[src/opm_pkg.sv]
package opm_pkg;
  localparam logic [7:0] OPM_OFS_MODE = 8'h00;
  localparam logic [7:0] OPM_OFS_P1DIR = 8'h04;
  localparam logic [7:0] OPM_OFS_PADIR = 8'h08;
  localparam logic [7:0] OPM_OFS_PBDIR = 8'h0C;
  localparam logic [7:0] OPM_OFS_PCDIR = 8'h10;
  localparam logic [7:0] OPM_OFS_AREA = 8'h14;
  localparam logic [7:0] OPM_OFS_STAT = 8'h18;
  localparam logic [7:0] OPM_MODE_RD_FIXED = 8'h80;
  localparam logic [7:0] OPM_AREA_ALL16 = 8'hFF;
  localparam logic [7:0] OPM_AREA_ALL8 = 8'h00;
  localparam logic [7:0] OPM_DIR_RST = 8'h00;
  localparam logic [1:0] OPM_CAPTURE_AT = 2'h2;
  localparam logic [1:0] OPM_RESP_OKAY = 2'b00;
  localparam logic [1:0] OPM_RESP_SLVERR = 2'b10;
  localparam int OPM_STAT_ROM = 0;
  localparam int OPM_STAT_ADV = 1;
  localparam int OPM_STAT_EXT = 2;
  localparam int OPM_STAT_BUS16 = 3;
  localparam int OPM_STAT_BAD = 4;

  typedef enum logic [7:0] {
    OPM_M1 = 8'b0000_0001,
    OPM_M2 = 8'b0000_0010,
    OPM_M3 = 8'b0000_0100,
    OPM_M4 = 8'b0000_1000,
    OPM_M5 = 8'b0001_0000,
    OPM_M6 = 8'b0010_0000,
    OPM_M7 = 8'b0100_0000,
    OPM_BAD = 8'b1000_0000
  } opm_mode_t;

  typedef struct packed {
    logic rom_enable;
    logic adv_space;
    logic ext_access;
    logic bus16;
    logic [3:0] p1_addr;
    logic [3:0] pa_addr;
    logic [7:0] pb_addr;
    logic [7:0] pc_addr;
    logic pd_data;
    logic pe_data;
    logic pf_ctrl_hi;
    logic pf_lo_present;
  } opm_pin_sel_t;
endpackage : opm_pkg
[src/opm_pin_select.sv]
`timescale 1ns/1ns
`default_nettype none
module opm_pin_select import opm_pkg::*; (
  // clock and reset
  input wire logic clk_sys,
  input wire logic nrst,
  // mode pins, asynchronous
  input wire logic [2:0] mode_select_pins,
  input wire logic flash_mode_pin,
  // axi4-lite slave
  input wire logic [7:0] s_axi_awaddr,
  input wire logic s_axi_awvalid,
  output logic s_axi_awready,
  input wire logic [31:0] s_axi_wdata,
  input wire logic [3:0] s_axi_wstrb,
  input wire logic s_axi_wvalid,
  output logic s_axi_wready,
  output logic [1:0] s_axi_bresp,
  output logic s_axi_bvalid,
  input wire logic s_axi_bready,
  input wire logic [7:0] s_axi_araddr,
  input wire logic s_axi_arvalid,
  output logic s_axi_arready,
  output logic [31:0] s_axi_rdata,
  output logic [1:0] s_axi_rresp,
  output logic s_axi_rvalid,
  input wire logic s_axi_rready,
  // port function selects
  output opm_pin_sel_t pin_sel
);
  logic [3:0] pins_s1_reg;
  logic [3:0] pins_s2_reg;
  logic [1:0] start_cnt_reg;
  logic [3:0] mode_bits_reg;
  opm_mode_t mode_reg;
  opm_mode_t mode_next;
  logic [7:0] port1_direction_reg;
  logic [7:0] pa_dir_reg;
  logic [7:0] pb_dir_reg;
  logic [7:0] pc_dir_reg;
  logic [7:0] area16_reg;
  logic aw_held_reg;
  logic w_held_reg;
  logic [7:0] awaddr_reg;
  logic [31:0] wdata_reg;
  logic [3:0] wstrb_reg;
  logic capture;
  logic do_write;
  logic wr_hit;
  logic rd_hit;
  logic [31:0] rd_word;
  logic [4:0] stat_bits;
  opm_pin_sel_t sel_next;

  // mode pins are static by contract, but still synchronised once
  always_ff @(posedge clk_sys or negedge nrst) begin
    if (!nrst) begin
      pins_s1_reg <= 4'h0;
      pins_s2_reg <= 4'h0;
    end else begin
      pins_s1_reg <= {flash_mode_pin, mode_select_pins};
      pins_s2_reg <= pins_s1_reg;
    end
  end

  // latch once after release so the mode cannot move while running
  always_ff @(posedge clk_sys or negedge nrst) begin
    if (!nrst) begin
      start_cnt_reg <= 2'h0;
    end else if (start_cnt_reg != 2'h3) begin
      start_cnt_reg <= start_cnt_reg + 2'h1;
    end
  end
  assign capture = (start_cnt_reg == OPM_CAPTURE_AT);

  always_comb begin
    case (pins_s2_reg)
      4'h1: mode_next = OPM_M1;
      4'h2: mode_next = OPM_M2;
      4'h3: mode_next = OPM_M3;
      4'h4: mode_next = OPM_M4;
      4'h5: mode_next = OPM_M5;
      4'h6, 4'hA, 4'hE: mode_next = OPM_M6;
      4'h7, 4'hB, 4'hF: mode_next = OPM_M7;
      default: mode_next = OPM_BAD;
    endcase
  end

  always_ff @(posedge clk_sys or negedge nrst) begin
    if (!nrst) begin
      mode_reg <= OPM_BAD;
      mode_bits_reg <= 4'h0;
    end else if (capture) begin
      mode_reg <= mode_next;
      mode_bits_reg <= pins_s2_reg;
    end
  end

  // write channel: address and data taken in either order
  assign s_axi_awready = !aw_held_reg && !s_axi_bvalid;
  assign s_axi_wready = !w_held_reg && !s_axi_bvalid;
  assign do_write = aw_held_reg && w_held_reg;

  always_ff @(posedge clk_sys or negedge nrst) begin
    if (!nrst) begin
      aw_held_reg <= 1'b0;
      w_held_reg <= 1'b0;
      awaddr_reg <= 8'h00;
      wdata_reg <= 32'h0000_0000;
      wstrb_reg <= 4'h0;
      s_axi_bvalid <= 1'b0;
      s_axi_bresp <= OPM_RESP_OKAY;
    end else begin
      if (s_axi_awvalid && s_axi_awready) begin
        aw_held_reg <= 1'b1;
        awaddr_reg <= s_axi_awaddr;
      end
      if (s_axi_wvalid && s_axi_wready) begin
        w_held_reg <= 1'b1;
        wdata_reg <= s_axi_wdata;
        wstrb_reg <= s_axi_wstrb;
      end
      if (do_write) begin
        aw_held_reg <= 1'b0;
        w_held_reg <= 1'b0;
        s_axi_bvalid <= 1'b1;
        s_axi_bresp <= wr_hit ? OPM_RESP_OKAY : OPM_RESP_SLVERR;
      end else if (s_axi_bvalid && s_axi_bready) begin
        s_axi_bvalid <= 1'b0;
      end
    end
  end

  always_comb begin
    case (awaddr_reg)
      OPM_OFS_MODE, OPM_OFS_STAT, OPM_OFS_P1DIR, OPM_OFS_PADIR,
      OPM_OFS_PBDIR, OPM_OFS_PCDIR, OPM_OFS_AREA: wr_hit = 1'b1;
      default: wr_hit = 1'b0;
    endcase
  end

  // direction registers; the read-only words ignore writes
  always_ff @(posedge clk_sys or negedge nrst) begin
    if (!nrst) begin
      port1_direction_reg <= OPM_DIR_RST;
      pa_dir_reg <= OPM_DIR_RST;
      pb_dir_reg <= OPM_DIR_RST;
      pc_dir_reg <= OPM_DIR_RST;
    end else if (do_write && wstrb_reg[0]) begin
      case (awaddr_reg)
        OPM_OFS_P1DIR: port1_direction_reg <= wdata_reg[7:0];
        OPM_OFS_PADIR: pa_dir_reg <= wdata_reg[7:0];
        OPM_OFS_PBDIR: pb_dir_reg <= wdata_reg[7:0];
        OPM_OFS_PCDIR: pc_dir_reg <= wdata_reg[7:0];
        default: ;
      endcase
    end
  end

  // area widths: reset default depends on the mode just latched
  always_ff @(posedge clk_sys or negedge nrst) begin
    if (!nrst) begin
      area16_reg <= OPM_AREA_ALL8;
    end else if (capture) begin
      area16_reg <= (mode_next == OPM_M4) ? OPM_AREA_ALL16 : OPM_AREA_ALL8;
    end else if (do_write && wstrb_reg[0] && awaddr_reg == OPM_OFS_AREA) begin
      area16_reg <= wdata_reg[7:0];
    end
  end

  // read channel
  assign s_axi_arready = !s_axi_rvalid;
  assign stat_bits = {(mode_reg == OPM_BAD), pin_sel.bus16, pin_sel.ext_access,
                      pin_sel.adv_space, pin_sel.rom_enable};

  always_comb begin
    rd_hit = 1'b1;
    case (s_axi_araddr)
      OPM_OFS_MODE: rd_word = {24'h00_0000, OPM_MODE_RD_FIXED | {4'h0, mode_bits_reg}};
      OPM_OFS_P1DIR: rd_word = {24'h00_0000, port1_direction_reg};
      OPM_OFS_PADIR: rd_word = {24'h00_0000, pa_dir_reg};
      OPM_OFS_PBDIR: rd_word = {24'h00_0000, pb_dir_reg};
      OPM_OFS_PCDIR: rd_word = {24'h00_0000, pc_dir_reg};
      OPM_OFS_AREA: rd_word = {24'h00_0000, area16_reg};
      OPM_OFS_STAT: rd_word = {27'h000_0000, stat_bits};
      default: begin
        rd_word = 32'h0000_0000;
        rd_hit = 1'b0;
      end
    endcase
  end

  always_ff @(posedge clk_sys or negedge nrst) begin
    if (!nrst) begin
      s_axi_rvalid <= 1'b0;
      s_axi_rdata <= 32'h0000_0000;
      s_axi_rresp <= OPM_RESP_OKAY;
    end else if (s_axi_arvalid && s_axi_arready) begin
      s_axi_rvalid <= 1'b1;
      s_axi_rdata <= rd_word;
      s_axi_rresp <= rd_hit ? OPM_RESP_OKAY : OPM_RESP_SLVERR;
    end else if (s_axi_rvalid && s_axi_rready) begin
      s_axi_rvalid <= 1'b0;
    end
  end

  // port functions from the single latched mode; unsupported codes fall to plain I/O
  always_comb begin
    sel_next = '0;
    sel_next.bus16 = |area16_reg;
    case (mode_reg)
      OPM_M1: begin
        sel_next.ext_access = 1'b1;
        sel_next.pb_addr = 8'hFF;
        sel_next.pc_addr = 8'hFF;
      end
      OPM_M2: begin
        sel_next.rom_enable = 1'b1;
        sel_next.ext_access = 1'b1;
        sel_next.pb_addr = pb_dir_reg;
        sel_next.pc_addr = pc_dir_reg;
      end
      OPM_M4, OPM_M5: begin
        sel_next.adv_space = 1'b1;
        sel_next.ext_access = 1'b1;
        sel_next.p1_addr = port1_direction_reg[3:0];
        sel_next.pa_addr = 4'hF;
        sel_next.pb_addr = 8'hFF;
        sel_next.pc_addr = 8'hFF;
      end
      OPM_M6: begin
        sel_next.rom_enable = 1'b1;
        sel_next.adv_space = 1'b1;
        sel_next.ext_access = 1'b1;
        sel_next.p1_addr = port1_direction_reg[3:0];
        sel_next.pa_addr = pa_dir_reg[3:0];
        sel_next.pb_addr = pb_dir_reg;
        sel_next.pc_addr = pc_dir_reg;
      end
      OPM_M7: begin
        sel_next.rom_enable = 1'b1;
        sel_next.adv_space = 1'b1;
      end
      OPM_M3: sel_next.rom_enable = 1'b1;
      default: sel_next.bus16 = 1'b0;
    endcase
    if (!sel_next.ext_access) begin
      sel_next.bus16 = 1'b0;
    end
    sel_next.pd_data = sel_next.ext_access;
    sel_next.pe_data = sel_next.ext_access && sel_next.bus16;
    sel_next.pf_ctrl_hi = sel_next.ext_access;
    // unsupported codes leave every port as plain I/O, so port F low pins stay off too
    sel_next.pf_lo_present = !(mode_reg == OPM_M3 || mode_reg == OPM_M7 ||
                               mode_reg == OPM_BAD);
  end

  always_ff @(posedge clk_sys or negedge nrst) begin
    if (!nrst) begin
      pin_sel <= '0;
    end else begin
      pin_sel <= sel_next;
    end
  end
endmodule : opm_pin_select
`default_nettype wire

[config.mk]
export PLATFORM = sky130hd
export DESIGN_NAME = opm_pin_select
export DESIGN_NICKNAME = d
export VERILOG_FILES = /design/src/opm_pkg.sv /design/src/opm_pin_select.sv
export SDC_FILE = /design/constraint.sdc
export NUM_CORES = 1
export LEC_CHECK = 0
export BUFFER_PORTS_ARGS = -buffer_cell sky130_fd_sc_hd__clkbuf_2
export CAP_MARGIN = 20
export CORE_ASPECT_RATIO = 1.25
export CORE_MARGIN = 4
export CORE_UTILIZATION = 55
export CTS_BUF_LIST = sky130_fd_sc_hd__clkbuf_4 sky130_fd_sc_hd__clkbuf_8
export CTS_CLUSTER_SIZE = 8
export DETAILED_ROUTE_END_ITERATION = 16
export PLACE_DENSITY = 0.82
export SLEW_MARGIN = 5
export SYNTH_ARGS = -nofsm -noshare
export SYNTH_HDL_FRONTEND = slang
export SYNTH_SLANG_ARGS = --single-unit
[constraint.sdc]
create_clock -name clk_sys -period 2.8 [get_ports clk_sys]
set_input_delay 0.56 -clock clk_sys [delete_from_list [all_inputs] [get_ports clk_sys]]
set_output_delay 0.56 -clock clk_sys [all_outputs]
set_load 0.1 [all_outputs]
==> metrics.txt, run 1 <==
# TYPE chip_impl_metric gauge
chip_impl_metric{name="cts_buffers",unit=""} 17
chip_impl_info{name="most_numerous_cell_types_in_the_synthesized_netlist",value="dfrtp_1, mux2_2, o21ai_0"} 1
chip_impl_metric{name="final-setup-viol-count",unit=""} 0
chip_impl_info{name="ys_dominant_reg_cell",value="dfrtp_1"} 1
chip_impl_metric{name="cp_max_fo",unit=""} 8
chip_impl_metric{name="non_filler_instance_count_after_layout",unit=""} 682
chip_impl_metric{name="syn-mean-instance-area",unit="µm²"} 12.0
chip_impl_info{name="reg2reg_to",value="pb_dir_reg[2]$_DFFE_PN0P_"} 1
chip_impl_metric{name="top_level_ports",unit=""} 136
chip_impl_metric{name="final.setup.worst_slack",unit="ps"} 511
chip_impl_metric{name="cellPowerDensity",unit="nW/µm²"} 816
chip_impl_info{name="cts_tree",value="done"} 1
chip_impl_metric{name="timing.setup.tns",unit="ps"} 0
chip_impl_metric{name="detail_route.iter0.violations",unit=""} 242
chip_impl_metric{name="design.die.area",unit="µm²"} 11500
chip_impl_metric{name="rows",unit=""} 40
chip_impl_metric{name="placed_cells_incl_taps",unit=""} 651
chip_impl_metric{name="peakVddDrop",unit="mV"} 1.20
chip_impl_metric{name="yosysUniqueCellTypes",unit=""} 56
chip_impl_metric{name="routed_wl",unit="µm"} 11300
chip_impl_info{name="cp-start-kind",value="register"} 1
chip_impl_info{name="min_path_type",value="in -> async"} 1
chip_impl_metric{name="timing.critical_path.buf_inv",unit=""} 1
chip_impl_metric{name="detail_route.vias_per_cell",unit=""} 5.47
chip_impl_metric{name="timing.final.crit_period",unit="ps"} 2290
chip_impl_metric{name="grtUsageMet2",unit="%"} 34.2
chip_impl_metric{name="switching_share_of_power",unit="%"} 34.5
chip_impl_info{name="synth_top_cells_by_area",value="dfrtp_1, mux2_2, buf_4"} 1
chip_impl_metric{name="critical_path.max_stage_delay",unit="ps"} 530
chip_impl_info{name="yosysTopAreaCell",value="dfrtp_1"} 1
chip_impl_metric{name="antenna_found_initial",unit=""} 0
chip_impl_metric{name="worst_r2r_path_depth",unit=""} 5
chip_impl_metric{name="drt_first_pass_iters",unit=""} 4
chip_impl_info{name="status",value="completed"} 1
chip_impl_metric{name="place_congestion",unit=""} 0.860
chip_impl_metric{name="clk-insertion-delay-late",unit="ps"} 440
chip_impl_metric{name="relSlewSlack",unit="%"} 47.9
chip_impl_info{name="synth.most_common_cell",value="dfrtp_1"} 1
chip_impl_metric{name="internal-power",unit="mW"} 3.40
chip_impl_metric{name="route.detailed.wl_per_inst",unit="µm"} 16.5
chip_impl_metric{name="core",unit="µm²"} 9610
chip_impl_metric{name="cts.path.max_buffers",unit=""} 2
chip_impl_metric{name="achievable-frequency",unit="GHz"} 0.437
chip_impl_metric{name="die_w",unit="µm"} 96.9
chip_impl_info{name="setup_repair_after_global_routing_missed_its_margin",value="no"} 1
chip_impl_metric{name="post_route_cells_drive_above_1_share",unit="%"} 35.6
chip_impl_metric{name="timing.clock.skew",unit="ps"} 13.5
chip_impl_metric{name="cts_hold_buffers",unit=""} 0
chip_impl_metric{name="switching_power",unit="mW"} 1.79
chip_impl_metric{name="htree_num_levels",unit=""} 4
chip_impl_info{name="critPathKind",value="reg -> reg"} 1
chip_impl_metric{name="vias_in_the_first_global_route",unit=""} 3775
chip_impl_metric{name="yosys.area.top_type_share",unit="%"} 55.7
chip_impl_metric{name="final_clock_period_utilization_by_the_worst_path",unit="%"} 81.7
chip_impl_metric{name="synth-seq-area-share",unit="%"} 56.2
chip_impl_metric{name="worst_setup_slack_for_register_to_register_paths",unit="ps"} 510
chip_impl_metric{name="power_leakage",unit="nW"} 3.33
chip_impl_metric{name="maxCapViolCount",unit=""} 0
chip_impl_metric{name="area_growth_syn_to_layout",unit="%"} 17.3
chip_impl_metric{name="synth-seq-cells",unit=""} 122
chip_impl_metric{name="initial_utilization",unit="%"} 56.5
chip_impl_info{name="timing.critical_path.slowest_stage_cell",value="or4_4"} 1
chip_impl_metric{name="multiInputGateArea",unit="µm²"} 2100
chip_impl_metric{name="num_antenna_cells",unit=""} 0
chip_impl_info{name="regToRegStartpoint",value="awaddr_reg[1]$_DFFE_PN0P_"} 1
chip_impl_metric{name="io_buffers",unit=""} 82
chip_impl_metric{name="register_area",unit="µm²"} 3050
chip_impl_metric{name="cell_area_after_synthesis",unit="µm²"} 5430
chip_impl_metric{name="seq_power_share",unit="%"} 43.1
chip_impl_metric{name="global_route.usage.met3",unit="%"} 6.56
chip_impl_metric{name="netlist_instances",unit=""} 454
chip_impl_metric{name="finalHoldViolCount",unit=""} 0
chip_impl_metric{name="route.detailed.drc",unit=""} 0
chip_impl_metric{name="synth_edf_count",unit=""} 0
chip_impl_info{name="global_route.peak_usage_layer",value="met2"} 1
chip_impl_metric{name="dieHeight",unit="µm"} 119
chip_impl_metric{name="cts_setup_buffers",unit=""} 0
chip_impl_metric{name="overflow",unit=""} 0
chip_impl_metric{name="flip_flop_count_of_the_largest_register_all_copies_and_words_added",unit=""} 29
chip_impl_metric{name="fillers",unit=""} 740
chip_impl_info{name="cell_by_cell_trace_of_the_critical_path",value="or4_4 > or3_4 > nor4b_4 > buf_4 > mux2_2"} 1
chip_impl_info{name="critical-path-top-delay-family",value="simple AND/OR/NAND/NOR gates"} 1
chip_impl_metric{name="yosysWarnings",unit=""} 0
chip_impl_metric{name="grt_util_met1",unit="%"} 23.9
chip_impl_metric{name="clkTransAtPathRegs",unit="ps"} 70
chip_impl_metric{name="half_perimeter_wire_length_after_detailed_placement",unit="µm"} 8150
chip_impl_info{name="cts_root_buffer",value="clkbuf_8"} 1
chip_impl_metric{name="final_net_count",unit=""} 609
chip_impl_metric{name="slew_viol_final",unit=""} 0
chip_impl_metric{name="critical_path_depth",unit=""} 5
chip_impl_info{name="timing.critical_path.to_type",value="register"} 1
chip_impl_metric{name="final_antenna_net_count",unit=""} 0
chip_impl_info{name="timing.critical_path.to",value="pb_dir_reg[2]$_DFFE_PN0P_"} 1
chip_impl_metric{name="hold_slack",unit="ps"} 83.7
chip_impl_metric{name="preCtsSetupSlack",unit="ps"} 547
chip_impl_metric{name="number_of_instances_resized_during_post_cts_repair",unit=""} 0
chip_impl_metric{name="clock-sinks",unit=""} 122
chip_impl_metric{name="postSynth.asyncResetShare",unit="%"} 100
chip_impl_metric{name="worstMarginPinSlew",unit="ps"} 774
chip_impl_metric{name="comb_power_share",unit="%"} 23.2
chip_impl_metric{name="grt_start_max_net_pins",unit=""} 51
chip_impl_metric{name="groute.usage.overall",unit="%"} 20.4
chip_impl_metric{name="worst_ep_arrival_time",unit="ps"} 2600
chip_impl_info{name="first_element_of_the_critical_path",value="awaddr_reg[1]$_DFFE_PN0P_"} 1
chip_impl_metric{name="routed-via-count",unit=""} 3728
chip_impl_info{name="largest_register",value="pin_sel"} 1
chip_impl_metric{name="wire_length_of_the_first_global_routing_pass",unit="µm"} 18500
chip_impl_metric{name="worst_ep_required_time",unit="ps"} 3120
chip_impl_metric{name="clkPwrFrac",unit="%"} 33.6
## layout make-up
type                            instances  area share (%)
Clock buffer                           22            4.36
Clock inverter                          9            2.67
Inverter                               19            1.12
Multi-Input combinational cell        287            33.0
Sequential cell                       122            47.9
Tap cell                              126            2.47
Timing Repair Buffer                   97            8.45
## worst min path at each step
stage	startpoint	depth (start not counted)	slack, ps	end
global route	nrst	1	90	start_cnt_reg[1]$_DFFE_PN0P_
detailed placement	pins_s1_reg[0]$_DFF_PN0_	0	330	pins_s2_reg[0]$_DFF_PN0_
CTS	nrst	1	80	start_cnt_reg[1]$_DFFE_PN0P_
finish	nrst	1	80	mode_reg[5]$_DFFE_PN0P_
global placement	pins_s1_reg[1]$_DFF_PN0_	0	330	pins_s2_reg[1]$_DFF_PN0_
floorplan	nrst	0	260	area16_reg[0]$_DFFE_PN0P_
## layer usage
layer  vias up  routed length, µm
li1       1728                  -
met3        26                703
met2       150               5800
met5         -                  0
met4         0                300
met1      1824               4480
## power by group through the flow
stage / Clock (mW) / Combinational [mW] / Sequential, mW
after global placement: 0 / 1.18 / 2.25
final: 1.75 / 1.21 / 2.24
after global routing: 1.88 / 1.29 / 2.27
after CTS: 1.77 / 1.22 / 2.23
after floorplan: 0 / 0.821 / 2.41
after detailed placement: 0 / 1.21 / 2.26
## placed cells by master (no fill, tap or decap), drive strengths merged, types with 3 or more instances in the layout
| master | synthesis | layout |
|---|---|---|
| a211oi | 4 | 4 |
| a21o | 21 | 21 |
| a21oi | 8 | 8 |
| a31oi | 3 | 3 |
| and2 | 3 | 3 |
| and3 | 3 | 3 |
| buf | 31 | 16 |
| bufinv | 0 | 5 |
| clkbuf | 20 | 103 |
| clkinv | 0 | 4 |
| conb | 1 | 26 |
| dfrtp | 121 | 121 |
| inv | 19 | 19 |
| mux2 | 60 | 60 |
| mux2i | 10 | 10 |
| nand2 | 20 | 20 |
| nand2b | 5 | 5 |
| nand3 | 5 | 5 |
| nand3b | 3 | 3 |
| nor2 | 12 | 12 |
| nor2b | 10 | 10 |
| nor3 | 8 | 8 |
| nor4 | 5 | 5 |
| nor4b | 3 | 3 |
| o21ai | 32 | 32 |
| or3 | 6 | 6 |
| xnor2 | 3 | 3 |
## kinds of logic after synthesis
kind of cell | after synthesis | share of synthesized area, %
mux | 70 | 14.3
compound gates | 89 | 10.7
simple gates | 95 | 10.5
other cells | 1 | 0.0690
buf+inv | 70 | 6.91
xor+xnor | 5 | 0.806
fa+ha+maj | 2 | 0.461
flops | 122 | 56.2
## through the flow
step | cell area, µm² | util (%) | power [mW]
floorplan | 5530 | - | 3.23
global placement | 5920 | 61.6 | 3.43
detailed placement | 5920 | 61.6 | 3.47
CTS | 6370 | 66.3 | 5.22
global route | 6370 | 66.3 | 5.44
finish | 6370 | 66.3 | 5.20
No activity file was read; power rests on OpenSTA's default activity.
==> inputs of run 2 (changes only) <==
==> constraint.sdc (replaced) <==
create_clock -name clk_sys -period 2.4 [get_ports clk_sys]
set_input_delay 0.48 -clock clk_sys [delete_from_list [all_inputs] [get_ports clk_sys]]
set_output_delay 0.48 -clock clk_sys [all_outputs]
set_load 0.1 [all_outputs]
==> metrics.txt, run 2 (same netlist as run 1, synthesis figures left out) <==
# TYPE chip_impl_metric gauge
chip_impl_metric{name="achievable-frequency",unit="GHz"} 0.448
chip_impl_metric{name="groute.usage.overall",unit="%"} 20.8
chip_impl_metric{name="dieHeight",unit="µm"} 119
chip_impl_info{name="cts_tree",value="done"} 1
chip_impl_metric{name="non_filler_instance_count_after_layout",unit=""} 687
chip_impl_metric{name="route.detailed.drc",unit=""} 0
chip_impl_metric{name="routed-via-count",unit=""} 3728
chip_impl_metric{name="post_dp_cell_area",unit="µm²"} 6000
chip_impl_info{name="cp-start-kind",value="register"} 1
chip_impl_metric{name="hold_slack",unit="ps"} 2.82
chip_impl_metric{name="final.setup.worst_slack",unit="ps"} 166
chip_impl_metric{name="maxCapViolCount",unit=""} 0
chip_impl_metric{name="finalHoldViolCount",unit=""} 0
chip_impl_info{name="layout_commonest_cell",value="dfrtp_1"} 1
chip_impl_metric{name="area_growth_syn_to_layout",unit="%"} 17.7
chip_impl_metric{name="htree_num_levels",unit=""} 4
chip_impl_metric{name="layout.cell_area.non_filler",unit="µm²"} 6390
chip_impl_metric{name="wire_length_of_the_first_global_routing_pass",unit="µm"} 18800
chip_impl_info{name="regToRegStartpoint",value="awaddr_reg[1]$_DFFE_PN0P_"} 1
chip_impl_info{name="cts_root_buffer",value="clkbuf_8"} 1
chip_impl_info{name="status",value="completed"} 1
chip_impl_metric{name="vias_in_the_first_global_route",unit=""} 3837
chip_impl_metric{name="antenna_found_initial",unit=""} 0
chip_impl_metric{name="worstMarginPinSlew",unit="ps"} 826
chip_impl_info{name="top_library_cells_by_usage_in_the_layout_fill_and_taps_aside",value="dfrtp_1, clkbuf_2, mux2_2, o21ai_0, conb_1"} 1
chip_impl_metric{name="number_of_instances_resized_during_post_cts_repair",unit=""} 0
chip_impl_info{name="largest_register",value="pin_sel"} 1
chip_impl_metric{name="final_clock_period_utilization_by_the_worst_path",unit="%"} 93.1
chip_impl_metric{name="io_buffers",unit=""} 82
chip_impl_metric{name="rows",unit=""} 40
chip_impl_metric{name="worst_ep_required_time",unit="ps"} 2720
chip_impl_metric{name="die_w",unit="µm"} 96.9
chip_impl_info{name="min_path_type",value="in -> async"} 1
chip_impl_metric{name="cellPowerDensity",unit="nW/µm²"} 916
chip_impl_metric{name="timing.clock.skew",unit="ps"} 12.3
chip_impl_metric{name="core",unit="µm²"} 9610
chip_impl_metric{name="post_route_cells_drive_above_1_share",unit="%"} 36.4
chip_impl_metric{name="final-setup-viol-count",unit=""} 0
chip_impl_metric{name="route.detailed.wl_per_inst",unit="µm"} 16.2
chip_impl_metric{name="design_power_total",unit="mW"} 5.85
chip_impl_metric{name="relSlewSlack",unit="%"} 44.4
chip_impl_metric{name="detail_route.vias_per_cell",unit=""} 5.43
chip_impl_metric{name="cp_max_fo",unit=""} 8
chip_impl_info{name="first_element_of_the_critical_path",value="awaddr_reg[1]$_DFFE_PN0P_"} 1
chip_impl_metric{name="clk-insertion-delay-late",unit="ps"} 440
chip_impl_metric{name="top_level_ports",unit=""} 136
chip_impl_metric{name="design.die.area",unit="µm²"} 11500
chip_impl_info{name="timing.critical_path.to_type",value="register"} 1
chip_impl_metric{name="initial_utilization",unit="%"} 56.5
chip_impl_metric{name="drt_first_pass_iters",unit=""} 5
chip_impl_metric{name="cts_buffers",unit=""} 17
chip_impl_metric{name="flip_flop_count_of_the_largest_register_all_copies_and_words_added",unit=""} 29
chip_impl_metric{name="overflow",unit=""} 0
chip_impl_metric{name="placed_cells_incl_taps",unit=""} 656
chip_impl_metric{name="power_leakage",unit="nW"} 3.34
chip_impl_metric{name="grt_start_max_net_pins",unit=""} 41
chip_impl_metric{name="detail_route.iter0.violations",unit=""} 235
chip_impl_metric{name="worst_r2r_path_depth",unit=""} 5
chip_impl_metric{name="peakVddDrop",unit="mV"} 0.898
chip_impl_metric{name="worst_ep_arrival_time",unit="ps"} 2560
chip_impl_metric{name="clkTransAtPathRegs",unit="ps"} 70
chip_impl_metric{name="place_congestion",unit=""} 0.875
chip_impl_metric{name="preCtsSetupSlack",unit="ps"} 167
chip_impl_metric{name="routed_wl",unit="µm"} 11200
chip_impl_info{name="setup_repair_after_global_routing_missed_its_margin",value="no"} 1
chip_impl_metric{name="finalCoreUtilization",unit="%"} 66.5
chip_impl_metric{name="half_perimeter_wire_length_after_detailed_placement",unit="µm"} 8280
chip_impl_info{name="critPathKind",value="reg -> reg"} 1
chip_impl_metric{name="final_net_count",unit=""} 614
chip_impl_metric{name="timing.final.crit_period",unit="ps"} 2230
chip_impl_metric{name="final_antenna_net_count",unit=""} 0
chip_impl_metric{name="cts_hold_buffers",unit=""} 0
chip_impl_metric{name="timing.setup.tns",unit="ps"} 0
chip_impl_metric{name="cts_setup_buffers",unit=""} 0
chip_impl_metric{name="clock-sinks",unit=""} 122
chip_impl_metric{name="slew_viol_final",unit=""} 0
chip_impl_metric{name="num_antenna_cells",unit=""} 0
chip_impl_metric{name="cts.path.max_buffers",unit=""} 2
==> run 2: cell count changes in the layout (fill, tap and decap cells not counted) <==
cell	change
dfrtp_1	-1
dfrtp_2	+1
nor2_2	-2
clkbuf_4	-2
clkbuf_8	+3
clkinv_2	+1
clkinvlp_4	+1
bufinv_16	-3
buf_12	+2
nor2_4	+2
buf_4	+3
==> run 2: power breakdown <==
part	switching [mW]	internal, mW	total [mW]
Clock	0.757	1.04	1.80
Sequential	0.303	2.32	2.62
Combinational	1.06	0.371	1.43
Total	2.12	3.73	5.85
==> run 2: layout make-up <==
| type | count | area [µm²] |
|---|---|---|
| clock buffers | 23 | 304 |
| clock inverters | 8 | 92.6 |
| fillers | 769 | 3220 |
| inverters | 19 | 71.3 |
| multi-input cells | 287 | 2110 |
| flip-flops and latches | 122 | 3060 |
| well taps | 126 | 158 |
| repair buffers | 102 | 601 |
==> run 2: routing by layer <==
metal / vias up / global-route usage, % / wire length [µm]
li1: 1749 / - / -
met1: 1830 / 25.2 / 4590
met2: 123 / 34.2 / 5630
met3: 26 / 6.44 / 668
met4: 0 / 9.39 / 263
met5: - / 0 / 0
==> run 2: worst paths after layout <==
kind                                        endpoint  slack (ps)
setup / recovery           pb_dir_reg[3]$_DFFE_PN0P_         170
hold / removal              pins_s1_reg[1]$_DFF_PN0_           3
setup reg to reg           pb_dir_reg[3]$_DFFE_PN0P_         170
min in group clk_sys        pins_s1_reg[1]$_DFF_PN0_         140
max in group asynchronous      pin_sel[18]$_DFF_PN0_        1730
hold reg to reg             pins_s2_reg[0]$_DFF_PN0_         350
==> run 2: worst max-delay path: stages, from the launching register on <==
cell and delay, ps:
dfrtp_1 380, or4_4 530, or3_4 380, nor4b_4 320, buf_12 170, mux2_2 330
